<file path="src/logic/bbx_pkg.sv">
/*
  Shared constants and types of the bit, branch and transfer execution block.
  Assumes a decoder outside that presents one decoded operation at a time.
*/
`default_nettype none

package bbx_pkg;

  // Decoded operation kinds
  typedef enum logic [4:0] {
    OP_NOP,
    OP_BRANCH_ON_NO_OVERFLOW,
    OP_BRANCH_ON_IRQ_ENABLED,
    OP_BRANCH_ON_IRQ_DISABLED,
    OP_IO_BIT_SET,
    OP_IO_BIT_CLEAR,
    OP_SHIFT_LEFT_LOGICAL,
    OP_SHIFT_RIGHT_LOGICAL,
    OP_ROTATE_LEFT_CARRY,
    OP_ROTATE_RIGHT_CARRY,
    OP_BIT_TO_TFLAG,
    OP_TFLAG_TO_BIT,
    OP_FLAG_SET,
    OP_FLAG_CLEAR,
    OP_INDIRECT_LOAD,
    OP_INDIRECT_LOAD_INC,
    OP_INDIRECT_LOAD_DEC,
    OP_DISPLACED_LOAD,
    OP_INDIRECT_STORE,
    OP_INDIRECT_STORE_INC,
    OP_INDIRECT_STORE_DEC,
    OP_DISPLACED_STORE,
    OP_DIRECT_STORE,
    OP_PROGRAM_MEMORY_LOAD_R0,
    OP_PROGRAM_MEMORY_LOAD,
    OP_PROGRAM_MEMORY_LOAD_INC
  } bbx_op_t;

  // Shift unit modes
  typedef enum logic [1:0] {
    SHK_LEFT_LOGICAL,
    SHK_RIGHT_LOGICAL,
    SHK_LEFT_CARRY,
    SHK_RIGHT_CARRY
  } bbx_shift_t;

  // Field positions in the status flags register
  localparam int FLG_C = 0;
  localparam int FLG_Z = 1;
  localparam int FLG_N = 2;
  localparam int FLG_V = 3;
  localparam int FLG_S = 4;
  localparam int FLG_H = 5;
  localparam int FLG_T = 6;
  localparam int FLG_I = 7;

  // Pointer pair selects
  localparam logic [1:0] PTR_X = 2'h0;
  localparam logic [1:0] PTR_Y = 2'h1;
  localparam logic [1:0] PTR_Z = 2'h2;

  // Reset values and fixed constants
  localparam logic [7:0] FLAGS_RESET = 8'h00;
  localparam logic [15:0] PC_RESET = 16'h0000;
  localparam logic [15:0] PTR_RESET = 16'h0000;
  localparam logic [15:0] ONE16 = 16'h0001;
  localparam logic [4:0] REG_R0 = 5'h00;
  localparam logic [7:0] BIT_ONE = 8'h01;

endpackage : bbx_pkg

`default_nettype wire

</file>
<file path="src/logic/bbx_alu_if.sv">
/*
  Carrier between the sequencer and its shift and bit unit.
  Assumes both ends sit on the same clock; the unit is purely combinational.
*/
`default_nettype none

interface bbx_alu_if;
  import bbx_pkg::*;

  logic [7:0] operand;
  bbx_shift_t shiftKind;
  logic carryIn;
  logic [2:0] bitSel;
  logic tIn;
  logic [7:0] shiftResult;
  logic shiftC;
  logic shiftZ;
  logic shiftN;
  logic shiftV;
  logic bitPicked;
  logic [7:0] bitInserted;
  logic [7:0] bitSetResult;
  logic [7:0] bitClearResult;

  modport unit (
    input operand, shiftKind, carryIn, bitSel, tIn,
    output shiftResult, shiftC, shiftZ, shiftN, shiftV,
    output bitPicked, bitInserted, bitSetResult, bitClearResult
  );

  modport user (
    output operand, shiftKind, carryIn, bitSel, tIn,
    input shiftResult, shiftC, shiftZ, shiftN, shiftV,
    input bitPicked, bitInserted, bitSetResult, bitClearResult
  );

endinterface : bbx_alu_if

`default_nettype wire

</file>
<file path="src/logic/bbx_exec.sv">
/*
  Execution sequencer for branches on overflow clear and on interrupt flag set or clear, I/O bit set
  and clear, shifts and rotates, T flag transfers, flag set and clear, and data
  and program memory transfers. Holds program counter, status flags and the
  three pointer pairs.
  Assumes a decoder on the same clock, a register file that takes one write
  per cycle, and data, I/O and program memories with combinational read data.
*/
`default_nettype none


module bbx_exec
  import bbx_pkg::*;
(
  // Clock and reset
  input wire logic sys_clk,
  input wire logic reset,
  // Decoded operation
  input wire logic opStart,
  input wire bbx_op_t opKind,
  input wire logic [4:0] opRegIdx,
  input wire logic [7:0] opRegData,
  input wire logic [2:0] opBitSel,
  input wire logic [2:0] opFlagSel,
  input wire logic [6:0] opOffset,
  input wire logic [1:0] opPtrSel,
  input wire logic [5:0] opDisp,
  input wire logic [15:0] opDirectAddr,
  input wire logic [5:0] opIoAddr,
  // Handshake
  output logic opReady,
  output logic opDone,
  // Register file write
  output logic regWe,
  output logic [4:0] regWrIdx,
  output logic [7:0] regWrData,
  // Data memory
  output logic [15:0] dmAddr,
  output logic dmRe,
  output logic dmWe,
  output logic [7:0] dmWrData,
  input wire logic [7:0] dmRdData,
  // I/O registers
  output logic [5:0] ioAddr,
  output logic ioRe,
  output logic ioWe,
  output logic [7:0] ioWrData,
  input wire logic [7:0] ioRdData,
  // Program memory, word addressed
  output logic [14:0] pmAddr,
  output logic pmRe,
  input wire logic [15:0] pmRdData,
  // Core state loads from the rest of the core
  input wire logic pcLoad,
  input wire logic [15:0] pcLoadValue,
  input wire logic flagsLoad,
  input wire logic [7:0] flagsLoadValue,
  input wire logic ptrLoad,
  input wire logic [1:0] ptrLoadSel,
  input wire logic [15:0] ptrLoadValue,
  // Core state
  output logic [15:0] pc,
  output logic [7:0] statusFlags,
  output logic [15:0] ptrX,
  output logic [15:0] ptrY,
  output logic [15:0] ptrZ
);

  typedef enum logic [1:0] {
    SQ_IDLE,
    SQ_EXEC2,
    SQ_EXEC3
  } bbx_state_t;

  bbx_state_t state_r, state_nxt;
  bbx_op_t kind_r, kind_nxt;
  logic [2:0] bitSel_r, bitSel_nxt;
  logic byteSel_r, byteSel_nxt;
  logic opDone_r, opDone_nxt;
  logic regWe_r, regWe_nxt;
  logic [4:0] regWrIdx_r, regWrIdx_nxt;
  logic [7:0] regWrData_r, regWrData_nxt;
  logic [15:0] dmAddr_r, dmAddr_nxt;
  logic dmRe_r, dmRe_nxt;
  logic dmWe_r, dmWe_nxt;
  logic [7:0] dmWrData_r, dmWrData_nxt;
  logic [5:0] ioAddr_r, ioAddr_nxt;
  logic ioRe_r, ioRe_nxt;
  logic ioWe_r, ioWe_nxt;
  logic [7:0] ioWrData_r, ioWrData_nxt;
  logic [14:0] pmAddr_r, pmAddr_nxt;
  logic pmRe_r, pmRe_nxt;

  logic [15:0] pc_r, pc_nxt;
  logic [7:0] flags_r, flags_nxt;
  logic [15:0] ptrX_r, ptrX_nxt;
  logic [15:0] ptrY_r, ptrY_nxt;
  logic [15:0] ptrZ_r, ptrZ_nxt;

  logic accept;
  logic branchTaken;
  logic [15:0] ptrCur;
  logic [15:0] ptrUpd;
  logic ptrWrite;
  logic [15:0] memAddr;
  logic [15:0] offsetExt;

  bbx_alu_if alu ();

  bbx_shift_unit u_shift (
    .alu(alu)
  );

  assign opReady = (state_r == SQ_IDLE);
  assign accept = opStart && opReady;

  // During the second cycle of an I/O bit op the unit works on the read-back value
  always_comb begin
    alu.operand = (state_r == SQ_EXEC2) ? ioRdData : opRegData;
    alu.bitSel = (state_r == SQ_EXEC2) ? bitSel_r : opBitSel;
    alu.carryIn = flags_r[FLG_C];
    alu.tIn = flags_r[FLG_T];
    case (opKind)
      OP_SHIFT_RIGHT_LOGICAL: alu.shiftKind = SHK_RIGHT_LOGICAL;
      OP_ROTATE_LEFT_CARRY: alu.shiftKind = SHK_LEFT_CARRY;
      OP_ROTATE_RIGHT_CARRY: alu.shiftKind = SHK_RIGHT_CARRY;
      default: alu.shiftKind = SHK_LEFT_LOGICAL;
    endcase
  end

  // Branch condition and address generation
  always_comb begin
    offsetExt = {{9{opOffset[6]}}, opOffset};
    case (opKind)
      OP_BRANCH_ON_NO_OVERFLOW: branchTaken = !flags_r[FLG_V];
      OP_BRANCH_ON_IRQ_ENABLED: branchTaken = flags_r[FLG_I];
      OP_BRANCH_ON_IRQ_DISABLED: branchTaken = !flags_r[FLG_I];
      default: branchTaken = 1'b0;
    endcase
    case (opPtrSel)
      PTR_X: ptrCur = ptrX_r;
      PTR_Y: ptrCur = ptrY_r;
      default: ptrCur = ptrZ_r;
    endcase
    ptrUpd = ptrCur;
    ptrWrite = 1'b0;
    memAddr = ptrCur;
    case (opKind)
      OP_INDIRECT_LOAD_INC, OP_INDIRECT_STORE_INC: begin
        ptrUpd = ptrCur + ONE16;
        ptrWrite = 1'b1;
      end
      OP_INDIRECT_LOAD_DEC, OP_INDIRECT_STORE_DEC: begin
        ptrUpd = ptrCur - ONE16;
        ptrWrite = 1'b1;
        memAddr = ptrCur - ONE16;
      end
      OP_DISPLACED_LOAD, OP_DISPLACED_STORE: begin
        // X has no displaced form, so it falls back to plain indirect
        if (opPtrSel != PTR_X) begin
          memAddr = ptrCur + {10'h000, opDisp};
        end
      end
      OP_DIRECT_STORE: memAddr = opDirectAddr;
      default: memAddr = ptrCur;
    endcase
  end

  // Architectural state; an operation overrides a same-cycle external load
  always_comb begin
    pc_nxt = pcLoad ? pcLoadValue : pc_r;
    flags_nxt = flagsLoad ? flagsLoadValue : flags_r;
    ptrX_nxt = ptrX_r;
    ptrY_nxt = ptrY_r;
    ptrZ_nxt = ptrZ_r;
    if (ptrLoad) begin
      case (ptrLoadSel)
        PTR_X: ptrX_nxt = ptrLoadValue;
        PTR_Y: ptrY_nxt = ptrLoadValue;
        default: ptrZ_nxt = ptrLoadValue;
      endcase
    end
    if (accept) begin
      pc_nxt = pc_r + ONE16;
      if (branchTaken) begin
        pc_nxt = pc_r + offsetExt + ONE16;
      end
      case (opKind)
        OP_SHIFT_LEFT_LOGICAL, OP_SHIFT_RIGHT_LOGICAL: begin
          flags_nxt[FLG_C] = alu.shiftC;
          flags_nxt[FLG_Z] = alu.shiftZ;
          flags_nxt[FLG_N] = alu.shiftN;
          flags_nxt[FLG_V] = alu.shiftV;
        end
        OP_ROTATE_LEFT_CARRY, OP_ROTATE_RIGHT_CARRY: begin
          flags_nxt[FLG_C] = alu.shiftC;
          flags_nxt[FLG_Z] = alu.shiftZ;
          flags_nxt[FLG_N] = alu.shiftN;
          flags_nxt[FLG_V] = alu.shiftV;
        end
        OP_BIT_TO_TFLAG: flags_nxt[FLG_T] = alu.bitPicked;
        OP_FLAG_SET: flags_nxt[opFlagSel] = 1'b1;
        OP_FLAG_CLEAR: flags_nxt[opFlagSel] = 1'b0;
        OP_PROGRAM_MEMORY_LOAD_INC: ptrZ_nxt = ptrZ_r + ONE16;
        default: begin
          if (ptrWrite) begin
            case (opPtrSel)
              PTR_X: ptrX_nxt = ptrUpd;
              PTR_Y: ptrY_nxt = ptrUpd;
              default: ptrZ_nxt = ptrUpd;
            endcase
          end
        end
      endcase
    end
  end

  always_ff @(posedge sys_clk or posedge reset) begin
    if (reset) begin
      pc_r <= PC_RESET;
      flags_r <= FLAGS_RESET;
      ptrX_r <= PTR_RESET;
      ptrY_r <= PTR_RESET;
      ptrZ_r <= PTR_RESET;
    end else begin
      pc_r <= pc_nxt;
      flags_r <= flags_nxt;
      ptrX_r <= ptrX_nxt;
      ptrY_r <= ptrY_nxt;
      ptrZ_r <= ptrZ_nxt;
    end
  end

  // Sequencer and bus outputs
  always_comb begin
    state_nxt = state_r;
    kind_nxt = kind_r;
    bitSel_nxt = bitSel_r;
    byteSel_nxt = byteSel_r;
    opDone_nxt = 1'b0;
    regWe_nxt = 1'b0;
    regWrIdx_nxt = regWrIdx_r;
    regWrData_nxt = regWrData_r;
    dmAddr_nxt = dmAddr_r;
    dmRe_nxt = 1'b0;
    dmWe_nxt = 1'b0;
    dmWrData_nxt = dmWrData_r;
    ioAddr_nxt = ioAddr_r;
    ioRe_nxt = 1'b0;
    ioWe_nxt = 1'b0;
    ioWrData_nxt = ioWrData_r;
    pmAddr_nxt = pmAddr_r;
    pmRe_nxt = 1'b0;
    case (state_r)
      SQ_IDLE: begin
        if (accept) begin
          kind_nxt = opKind;
          bitSel_nxt = opBitSel;
          regWrIdx_nxt = opRegIdx;
          case (opKind)
            OP_SHIFT_LEFT_LOGICAL, OP_SHIFT_RIGHT_LOGICAL,
            OP_ROTATE_LEFT_CARRY, OP_ROTATE_RIGHT_CARRY: begin
              regWe_nxt = 1'b1;
              regWrData_nxt = alu.shiftResult;
              opDone_nxt = 1'b1;
            end
            OP_TFLAG_TO_BIT: begin
              regWe_nxt = 1'b1;
              regWrData_nxt = alu.bitInserted;
              opDone_nxt = 1'b1;
            end
            OP_BRANCH_ON_NO_OVERFLOW, OP_BRANCH_ON_IRQ_ENABLED,
            OP_BRANCH_ON_IRQ_DISABLED: begin
              if (branchTaken) begin
                state_nxt = SQ_EXEC2;
              end else begin
                opDone_nxt = 1'b1;
              end
            end
            OP_IO_BIT_SET, OP_IO_BIT_CLEAR: begin
              ioAddr_nxt = opIoAddr;
              ioRe_nxt = 1'b1;
              state_nxt = SQ_EXEC2;
            end
            OP_INDIRECT_LOAD, OP_INDIRECT_LOAD_INC, OP_INDIRECT_LOAD_DEC,
            OP_DISPLACED_LOAD: begin
              dmAddr_nxt = memAddr;
              dmRe_nxt = 1'b1;
              state_nxt = SQ_EXEC2;
            end
            OP_INDIRECT_STORE, OP_INDIRECT_STORE_INC, OP_INDIRECT_STORE_DEC,
            OP_DISPLACED_STORE, OP_DIRECT_STORE: begin
              dmAddr_nxt = memAddr;
              dmWe_nxt = 1'b1;
              dmWrData_nxt = opRegData;
              state_nxt = SQ_EXEC2;
            end
            OP_PROGRAM_MEMORY_LOAD_R0, OP_PROGRAM_MEMORY_LOAD,
            OP_PROGRAM_MEMORY_LOAD_INC: begin
              pmAddr_nxt = ptrZ_r[15:1];
              byteSel_nxt = ptrZ_r[0];
              pmRe_nxt = 1'b1;
              if (opKind == OP_PROGRAM_MEMORY_LOAD_R0) begin
                regWrIdx_nxt = REG_R0;
              end
              state_nxt = SQ_EXEC2;
            end
            default: opDone_nxt = 1'b1;
          endcase
        end
      end
      SQ_EXEC2: begin
        state_nxt = SQ_IDLE;
        opDone_nxt = 1'b1;
        case (kind_r)
          OP_IO_BIT_SET: begin
            ioWe_nxt = 1'b1;
            ioWrData_nxt = alu.bitSetResult;
          end
          OP_IO_BIT_CLEAR: begin
            ioWe_nxt = 1'b1;
            ioWrData_nxt = alu.bitClearResult;
          end
          OP_INDIRECT_LOAD, OP_INDIRECT_LOAD_INC, OP_INDIRECT_LOAD_DEC,
          OP_DISPLACED_LOAD: begin
            regWe_nxt = 1'b1;
            regWrData_nxt = dmRdData;
          end
          OP_PROGRAM_MEMORY_LOAD_R0, OP_PROGRAM_MEMORY_LOAD,
          OP_PROGRAM_MEMORY_LOAD_INC: begin
            // Address held a second cycle so slow program memory can settle
            pmRe_nxt = 1'b1;
            opDone_nxt = 1'b0;
            state_nxt = SQ_EXEC3;
          end
          default: begin
          end
        endcase
      end
      SQ_EXEC3: begin
        regWe_nxt = 1'b1;
        regWrData_nxt = byteSel_r ? pmRdData[15:8] : pmRdData[7:0];
        opDone_nxt = 1'b1;
        state_nxt = SQ_IDLE;
      end
      default: state_nxt = SQ_IDLE;
    endcase
  end

  always_ff @(posedge sys_clk or posedge reset) begin
    if (reset) begin
      state_r <= SQ_IDLE;
      kind_r <= OP_NOP;
      bitSel_r <= 3'h0;
      byteSel_r <= 1'b0;
      opDone_r <= 1'b0;
      regWe_r <= 1'b0;
      regWrIdx_r <= 5'h00;
      regWrData_r <= 8'h00;
      dmAddr_r <= 16'h0000;
      dmRe_r <= 1'b0;
      dmWe_r <= 1'b0;
      dmWrData_r <= 8'h00;
      ioAddr_r <= 6'h00;
      ioRe_r <= 1'b0;
      ioWe_r <= 1'b0;
      ioWrData_r <= 8'h00;
      pmAddr_r <= 15'h0000;
      pmRe_r <= 1'b0;
    end else begin
      state_r <= state_nxt;
      kind_r <= kind_nxt;
      bitSel_r <= bitSel_nxt;
      byteSel_r <= byteSel_nxt;
      opDone_r <= opDone_nxt;
      regWe_r <= regWe_nxt;
      regWrIdx_r <= regWrIdx_nxt;
      regWrData_r <= regWrData_nxt;
      dmAddr_r <= dmAddr_nxt;
      dmRe_r <= dmRe_nxt;
      dmWe_r <= dmWe_nxt;
      dmWrData_r <= dmWrData_nxt;
      ioAddr_r <= ioAddr_nxt;
      ioRe_r <= ioRe_nxt;
      ioWe_r <= ioWe_nxt;
      ioWrData_r <= ioWrData_nxt;
      pmAddr_r <= pmAddr_nxt;
      pmRe_r <= pmRe_nxt;
    end
  end

  assign opDone = opDone_r;
  assign regWe = regWe_r;
  assign regWrIdx = regWrIdx_r;
  assign regWrData = regWrData_r;
  assign dmAddr = dmAddr_r;
  assign dmRe = dmRe_r;
  assign dmWe = dmWe_r;
  assign dmWrData = dmWrData_r;
  assign ioAddr = ioAddr_r;
  assign ioRe = ioRe_r;
  assign ioWe = ioWe_r;
  assign ioWrData = ioWrData_r;
  assign pmAddr = pmAddr_r;
  assign pmRe = pmRe_r;
  assign pc = pc_r;
  assign statusFlags = flags_r;
  assign ptrX = ptrX_r;
  assign ptrY = ptrY_r;
  assign ptrZ = ptrZ_r;

endmodule : bbx_exec

`default_nettype wire

</file>
<file path="src/logic/bbx_shift_unit.sv">
/*
  Shift, rotate and single-bit unit.
  Assumes the user side holds operand and selects stable for the cycle.
*/
`default_nettype none

module bbx_shift_unit
  import bbx_pkg::*;
(
  // Operands and results
  bbx_alu_if.unit alu
);

  logic [7:0] mask;

  always_comb begin
    alu.shiftResult = 8'h00;
    alu.shiftC = 1'b0;
    case (alu.shiftKind)
      SHK_LEFT_LOGICAL: begin
        alu.shiftResult = {alu.operand[6:0], 1'b0};
        alu.shiftC = alu.operand[7];
      end
      SHK_RIGHT_LOGICAL: begin
        alu.shiftResult = {1'b0, alu.operand[7:1]};
        alu.shiftC = alu.operand[0];
      end
      SHK_LEFT_CARRY: begin
        alu.shiftResult = {alu.operand[6:0], alu.carryIn};
        alu.shiftC = alu.operand[7];
      end
      SHK_RIGHT_CARRY: begin
        alu.shiftResult = {alu.carryIn, alu.operand[7:1]};
        alu.shiftC = alu.operand[0];
      end
      default: begin
        alu.shiftResult = alu.operand;
        alu.shiftC = alu.carryIn;
      end
    endcase
    alu.shiftN = alu.shiftResult[7];
    alu.shiftZ = (alu.shiftResult == 8'h00);
    alu.shiftV = alu.shiftN ^ alu.shiftC;
  end

  always_comb begin
    mask = BIT_ONE << alu.bitSel;
    alu.bitPicked = alu.operand[alu.bitSel];
    alu.bitInserted = alu.tIn ? (alu.operand | mask) : (alu.operand & ~mask);
    alu.bitSetResult = alu.operand | mask;
    alu.bitClearResult = alu.operand & ~mask;
  end

endmodule : bbx_shift_unit

`default_nettype wire

</file>
<file path="config.mk">
export PLATFORM = sky130hd
export DESIGN_NAME = bbx_exec
export DESIGN_NICKNAME = d
export VERILOG_FILES = /design/src/logic/bbx_pkg.sv /design/src/logic/bbx_alu_if.sv /design/src/logic/bbx_exec.sv /design/src/logic/bbx_shift_unit.sv
export SDC_FILE = /design/constraint.sdc
export NUM_CORES = 1
export LEC_CHECK = 0
export BUFFER_PORTS_ARGS = -buffer_cell sky130_fd_sc_hd__buf_4
export CAP_MARGIN = 20
export CORE_UTILIZATION = 41
export CTS_CLUSTER_SIZE = 16
export DETAILED_ROUTE_END_ITERATION = 16
export PLACE_DENSITY = 0.75
export SETUP_SLACK_MARGIN = 0.02
export SLEW_MARGIN = 40
export SYNTH_ARGS = -nofsm -noshare
export SYNTH_HDL_FRONTEND = slang
export SYNTH_SLANG_ARGS = --single-unit
</file>
<file path="constraint.sdc">
create_clock -name sys_clk -period 5 [get_ports sys_clk]
set_input_delay 0 -clock sys_clk [delete_from_list [all_inputs] [get_ports sys_clk]]
set_output_delay 0 -clock sys_clk [all_outputs]
set_load 0.01 [all_outputs]
</file>
==> flow_metrics.env, run 1 <==
export IMPL_cap_viol_max_count=0
export IMPL_post_drt_wl_per_cell_um=20.4
export IMPL_whs_ns=-0.00226
export IMPL_total_power_uw=7120
export IMPL_wl_um=41300
export IMPL_path_max_fanout=9
export IMPL_grt_pass1_vias=11500
export IMPL_gp_congestion=0.906
export IMPL_tns_ns=0
export IMPL_startpoint_type="flip-flop"
export IMPL_hold_violations=1
export IMPL_start_util=0.421
export IMPL_antenna_found_initial=0
export IMPL_min_path_type="input port to flip-flop"
export IMPL_numCtsBuffers=17
export IMPL_netlist_area_sq_um=11500
export IMPL_die_w_um=169
export IMPL_die_y_um=169
export IMPL_pwr_share_seq=0.316
export IMPL_diodes=0
export IMPL_critPathKind="flip-flop to flip-flop"
export IMPL_cell_internal_pwr_uw=4110
export IMPL_period_needed_ns=3.38
export IMPL_yosys_warnings=0
export IMPL_period_share=0.676
export IMPL_async_reset_ff_frac=1.00
export IMPL_status="finished, violations left"
export IMPL_htree_num_levels=4
export IMPL_pwr_share_comb=0.497
export IMPL_drtIter0Drc=1286
export IMPL_post_cts_resized=0
export IMPL_worstMarginPinSlew_ns=0.896
export IMPL_relSlewSlack=0.396
export IMPL_rsz0062_at_grt="no"
export IMPL_synth_ff_type="dfrtp_1"
export IMPL_cp_required_ns=5.32
export IMPL_p_switching_uw=3010
export IMPL_areaGrowthSynthToFinish_pct=34.8
export IMPL_syn_area_per_cell_sq_um=8.72
export IMPL_ys_types=83
export IMPL_netlist_instances=1313
export IMPL_critPathCaptureType="flip-flop"
export IMPL_cts_sinks=156
export IMPL_clockRootBuffer="clkbuf_16"
export IMPL_final_util=0.568
export IMPL_grt_pass1_wl_um=64000
export IMPL_die_area_sq_um=28600
export IMPL_setup_violations=0
export IMPL_nNetsFinal=1812
export IMPL_clkTransAtPathRegs_ns=0.08
export IMPL_ys_ff_latch=156
export IMPL_grt_max_degree=70
export IMPL_violations="negative hold slack"
export IMPL_fin_skew_ns=0.0154
export IMPL_seq_area_frac_synth=0.341
export IMPL_power_density_nw_per_um2=461
export IMPL_r2r_start="ptrX[3]"
export IMPL_worstPathArrival_ns=3.70
export IMPL_swShare=0.423
export IMPL_port_buffers=286
export IMPL_drc=0
export IMPL_clock_path_buffers=2
export IMPL_grt_use_total=0.286
export IMPL_peakVddDrop_mv=0.209
export IMPL_dp_hpwl_um=29900
export IMPL_max_freq_mhz=296
export IMPL_synth_nets=1484
export IMPL_cts_hold_buf=91
export IMPL_gr_total_overflow=0
export IMPL_post_cts_buffers=0
export IMPL_p_clk_frac=0.187
export IMPL_antenna_left=0
export IMPL_slew_viol_final=0
export IMPL_vias_per_cell=5.94
export IMPL_nFillCells=2415
export IMPL_core_area_sq_um=27200
export IMPL_vias=12000
export IMPL_clock_latency_ns=0.44
export IMPL_cts_tree="yes"
export IMPL_cp_startpoint="ptrX[3]"
export IMPL_power_leakage_uw=0.00680
export IMPL_hold_path_startpoint="dmRdData[2]"
export IMPL_rows=60
export IMPL_drive_gt1_frac=0.276
export IMPL_synth_edf_count=0
export IMPL_ioPinCount=287
export IMPL_drt_pass1_iter_count=8
## layout by cell type, fill, tap and decap left out, types with 20 or more instances in the layout
| master | count |
|---|---|
| nand3_1 | 45 |
| ha_1 | 28 |
| a21oi_1 | 67 |
| a22oi_1 | 23 |
| xnor2_1 | 40 |
| mux2_2 | 86 |
| dfrtp_1 | 156 |
| dlygate4sd3_1 | 91 |
| o21ai_0 | 98 |
| a211oi_1 | 20 |
| a31oi_1 | 22 |
| nand2_1 | 159 |
| nor3_1 | 25 |
| inv_1 | 26 |
| buf_4 | 301 |
| nor2_1 | 82 |
| mux2i_1 | 64 |
## worst max-delay path, stage by stage, from the launching register on
cell and delay (ns):
dfrtp_1 0.47, mux2i_1 0.18, o21a_1 0.30, inv_2 0.14, ha_1 0.34, o21a_1 0.19
or2_2 0.29, a31o_2 0.26, o21ai_0 0.48, or3_1 0.20, a21oi_1 0.06, o32a_1 0.35
## synthesized netlist by cell type, drive strengths merged (29+ instances only)
cell | instances | area (sq um)
a21oi | 70 | 354
clkbuf | 72 | 270
dfrtp | 156 | 3900
ha | 29 | 363
inv | 29 | 109
mux2 | 87 | 983
mux2i | 67 | 683
nand2 | 159 | 597
nand3 | 46 | 230
nor2 | 82 | 308
o21ai | 106 | 534
xnor2 | 40 | 350
## per-layer routing
metal,global-route usage,wire [um]
met5,0,0
met1,0.355,16600
met2,0.486,19700
met3,0.0475,3410
met4,0.125,1590
## worst paths after layout
path	cells after the start	slack (ns)	endpoint
hold reg to reg	2	0.48	ioAddr[5]
setup / recovery	11	1.62	dmAddr[9]
hold / removal	5	-0.002	regWrData[2]
setup reg to reg	11	1.62	dmAddr[9]
min in group asynchronous	3	0.13	regWrData[7]
max in group asynchronous	4	3.86	ptrZ[6]
## power by group through the flow
stage          Combinational [uW]  Clock [uW]  Sequential [uW]
2_1_floorplan                1950           0             2300
3_3_place_gp                 3350           0             2240
3_5_place_dp                 3410           0             2260
4_1_cts                      3500        1350             2240
5_1_grt                      3830        1410             2310
6_report                     3530        1330             2250
## stage by stage
step / hold WS, ns / cell area, sq um / instances / worst slack, ns
floorplan: 0.105 / 11500 / 1313 / 0.793
global placement: 0.0397 / 13900 / 1901 / 1.76
detailed placement: 0.0460 / 13900 / 1903 / 1.74
CTS: 0.000943 / 15400 / 2026 / 1.71
global route: 0.0226 / 15400 / 2026 / 1.41
finish: -0.00226 / 15400 / 2026 / 1.62
## logic make-up after synthesis
group / Yosys count / share of synthesized area
buffers and inverters: 114 / 0.0400
AO/OA/AOI/OAI: 374 / 0.213
XOR/XNOR: 56 / 0.0428
multiplexers: 155 / 0.148
flip-flops: 156 / 0.341
adder cells (fa/ha/maj): 30 / 0.0334
AND/OR/NAND/NOR: 428 / 0.182
## registers in the layout (all words and copies together) (netlist names), 2 cells and up
signal and count:
dmAddr 16, pc 16, ptrX 16, ptrY 16, ptrZ 16, pmAddr 15, dmWrData 8, ioWrData 8
regWrData 8, statusFlags 8, ioAddr 6, kind_r 5, regWrIdx 5, bitSel_r 3, state_r 2
## final cells by class
type                       count  area [sq um]  area share
inverter                      30           118     0.00762
sequential                   156          3900       0.253
clock inverter                15           170      0.0110
tap                          372           465      0.0301
clock buffer                  17           425      0.0276
timing repair buffer         393          3180       0.206
multi-input combinational   1043          7180       0.465
(Power assumes the default switching activity.)
==> run 2, diff against run 1 <==
- clock period: 5 -> 3.5 ns (I/O delays scaled with it)
==> flow_metrics.env, run 2 (synthesis results as in run 1) <==
export IMPL_port_buffers=286
export IMPL_cp_cell_sequence="inv_1, ha_1, and2_1, buf_4, and3_1, nand2_1, nor2_1, a211oi_1, dlygate4sd3_1, a21oi_1, dlygate4sd3_1"
export IMPL_total_power_uw=10100
export IMPL_wl_um=42100
export IMPL_final_common_cell="buf_4"
export IMPL_cts_hold_buf=89
export IMPL_core_area_sq_um=27200
export IMPL_clockRootBuffer="clkbuf_16"
export IMPL_worstPathArrival_ns=3.68
export IMPL_power_leakage_uw=0.00689
export IMPL_cts_sinks=156
export IMPL_cpMaxStageDelayCell="dlygate4sd3_1"
export IMPL_dp_hpwl_um=30700
export IMPL_rsz0062_at_grt="no"
export IMPL_drt_pass1_iter_count=5
export IMPL_path_max_fanout=42
export IMPL_tns_ns=0
export IMPL_htree_num_levels=4
export IMPL_die_area_sq_um=28600
export IMPL_mostFrequentLayoutCells="buf_4, nand2_1, dfrtp_1"
export IMPL_antenna_left=0
export IMPL_clkTransAtPathRegs_ns=0.07
export IMPL_ioPinCount=287
export IMPL_drive_gt1_frac=0.283
export IMPL_start_util=0.421
export IMPL_startpoint_type="flip-flop"
export IMPL_setup_violations=0
export IMPL_post_cts_buffers=0
export IMPL_cp_required_ns=3.87
export IMPL_vias_per_cell=5.90
export IMPL_critPathCaptureType="flip-flop"
export IMPL_clock_path_buffers=2
export IMPL_die_w_um=169
export IMPL_max_freq_mhz=302
export IMPL_drc=0
export IMPL_areaGrowthSynthToFinish_pct=35.8
export IMPL_min_path_type="input port to flip-flop"
export IMPL_slew_viol_final=0
export IMPL_drtIter0Drc=1188
export IMPL_clock_latency_ns=0.44
export IMPL_period_share=0.946
export IMPL_post_drt_wl_per_cell_um=20.6
export IMPL_cap_viol_max_count=0
export IMPL_hold_violations=0
export IMPL_worstMarginPinSlew_ns=0.812
export IMPL_die_y_um=169
export IMPL_gr_total_overflow=0
export IMPL_grt_use_total=0.289
export IMPL_post_cts_resized=0
export IMPL_status="finished clean"
export IMPL_numCtsBuffers=17
export IMPL_grt_max_degree=62
export IMPL_peakVddDrop_mv=0.277
export IMPL_relSlewSlack=0.457
export IMPL_grt_pass1_wl_um=64800
export IMPL_rows=60
export IMPL_antenna_found_initial=1
export IMPL_fin_skew_ns=0.0149
export IMPL_cpMostUsedCell="dlygate4sd3_1"
export IMPL_vias=12100
export IMPL_cts_tree="yes"
export IMPL_max_stage_delay_ns=0.57
export IMPL_critPathKind="flip-flop to flip-flop"
export IMPL_gp_congestion=0.971
export IMPL_nNetsFinal=1831
export IMPL_period_needed_ns=3.31
export IMPL_grt_pass1_vias=11700
export IMPL_power_density_nw_per_um2=650
[run 2: cell types whose count changed in the layout (fill, tap and decap cells not counted), moves of 3 or more]
| cell | before | now |
|---|---|---|
| nor4_4 | 4 | 1 |
| buf_4 | 301 | 318 |
| clkinv_8 | 3 | 0 |
| inv_8 | 7 | 1 |
| inv_6 | 2 | 6 |
[run 2: report_power, final]
group / internal, uW / switching [uW]
registers: 2480 / 697
clock network: 926 / 855
logic: 2470 / 2680
total: 5880 / 4230
[run 2: layout make-up]
type / count / area [sq um]
antenna: 1 / 2.50
clock buffer: 19 / 433
clock inverter: 13 / 106
fill: 2450 / 11600
inverter: 30 / 116
multi-input combinational: 1043 / 7140
sequential: 156 / 3900
tap: 372 / 465
timing repair buffer: 412 / 3390
[run 2: worst paths after layout]
check | start | end | slack (ns) | cells past startpoint
min in group asynchronous | reset | pc[7] | 0.19 | 4
max in group asynchronous | reset | ptrZ[5] | 2.77 | 5
worst min-delay path | opFlagSel[2] | statusFlags[0] | 0.02 | 4
worst max-delay path | state_r[1] | statusFlags[5] | 0.19 | 11
worst min register to register | bitSel_r[2] | bitSel_r[2] | 0.48 | 2
worst max register to register | state_r[1] | statusFlags[5] | 0.19 | 11
[run 2: critical path, delay by kind of cell, from the launching register on]
kind	cells	cell delay (ns)
AND/OR/NAND/NOR	4	0.72
flip-flops	1	0.40
adder cells (fa/ha/maj)	1	0.27
buffers and inverters	4	1.66
AO/OA/AOI/OAI	2	0.18
[run 2: layer usage]
metal  global-route usage  up-vias  wire, um
li1                     -     5575         -
met1                0.357     5833     16900
met2                0.499      588     20600
met3               0.0442       85      2970
met4                0.127        0      1600
met5                    0        -         0
[run 2: through the flow]
stage	setup slack [ns]	util	instance area, sq um	cells	hold WS [ns]
after floorplan	0.517	-	11500	1313	0.105
after global placement	0.269	0.516	14000	1920	0.191
after detailed placement	0.248	0.519	14100	1924	0.0899
after CTS	0.267	0.572	15500	2045	0.00377
after global routing	0.0298	0.572	15600	2046	0.0169
final	0.190	0.572	15600	2046	0.0206
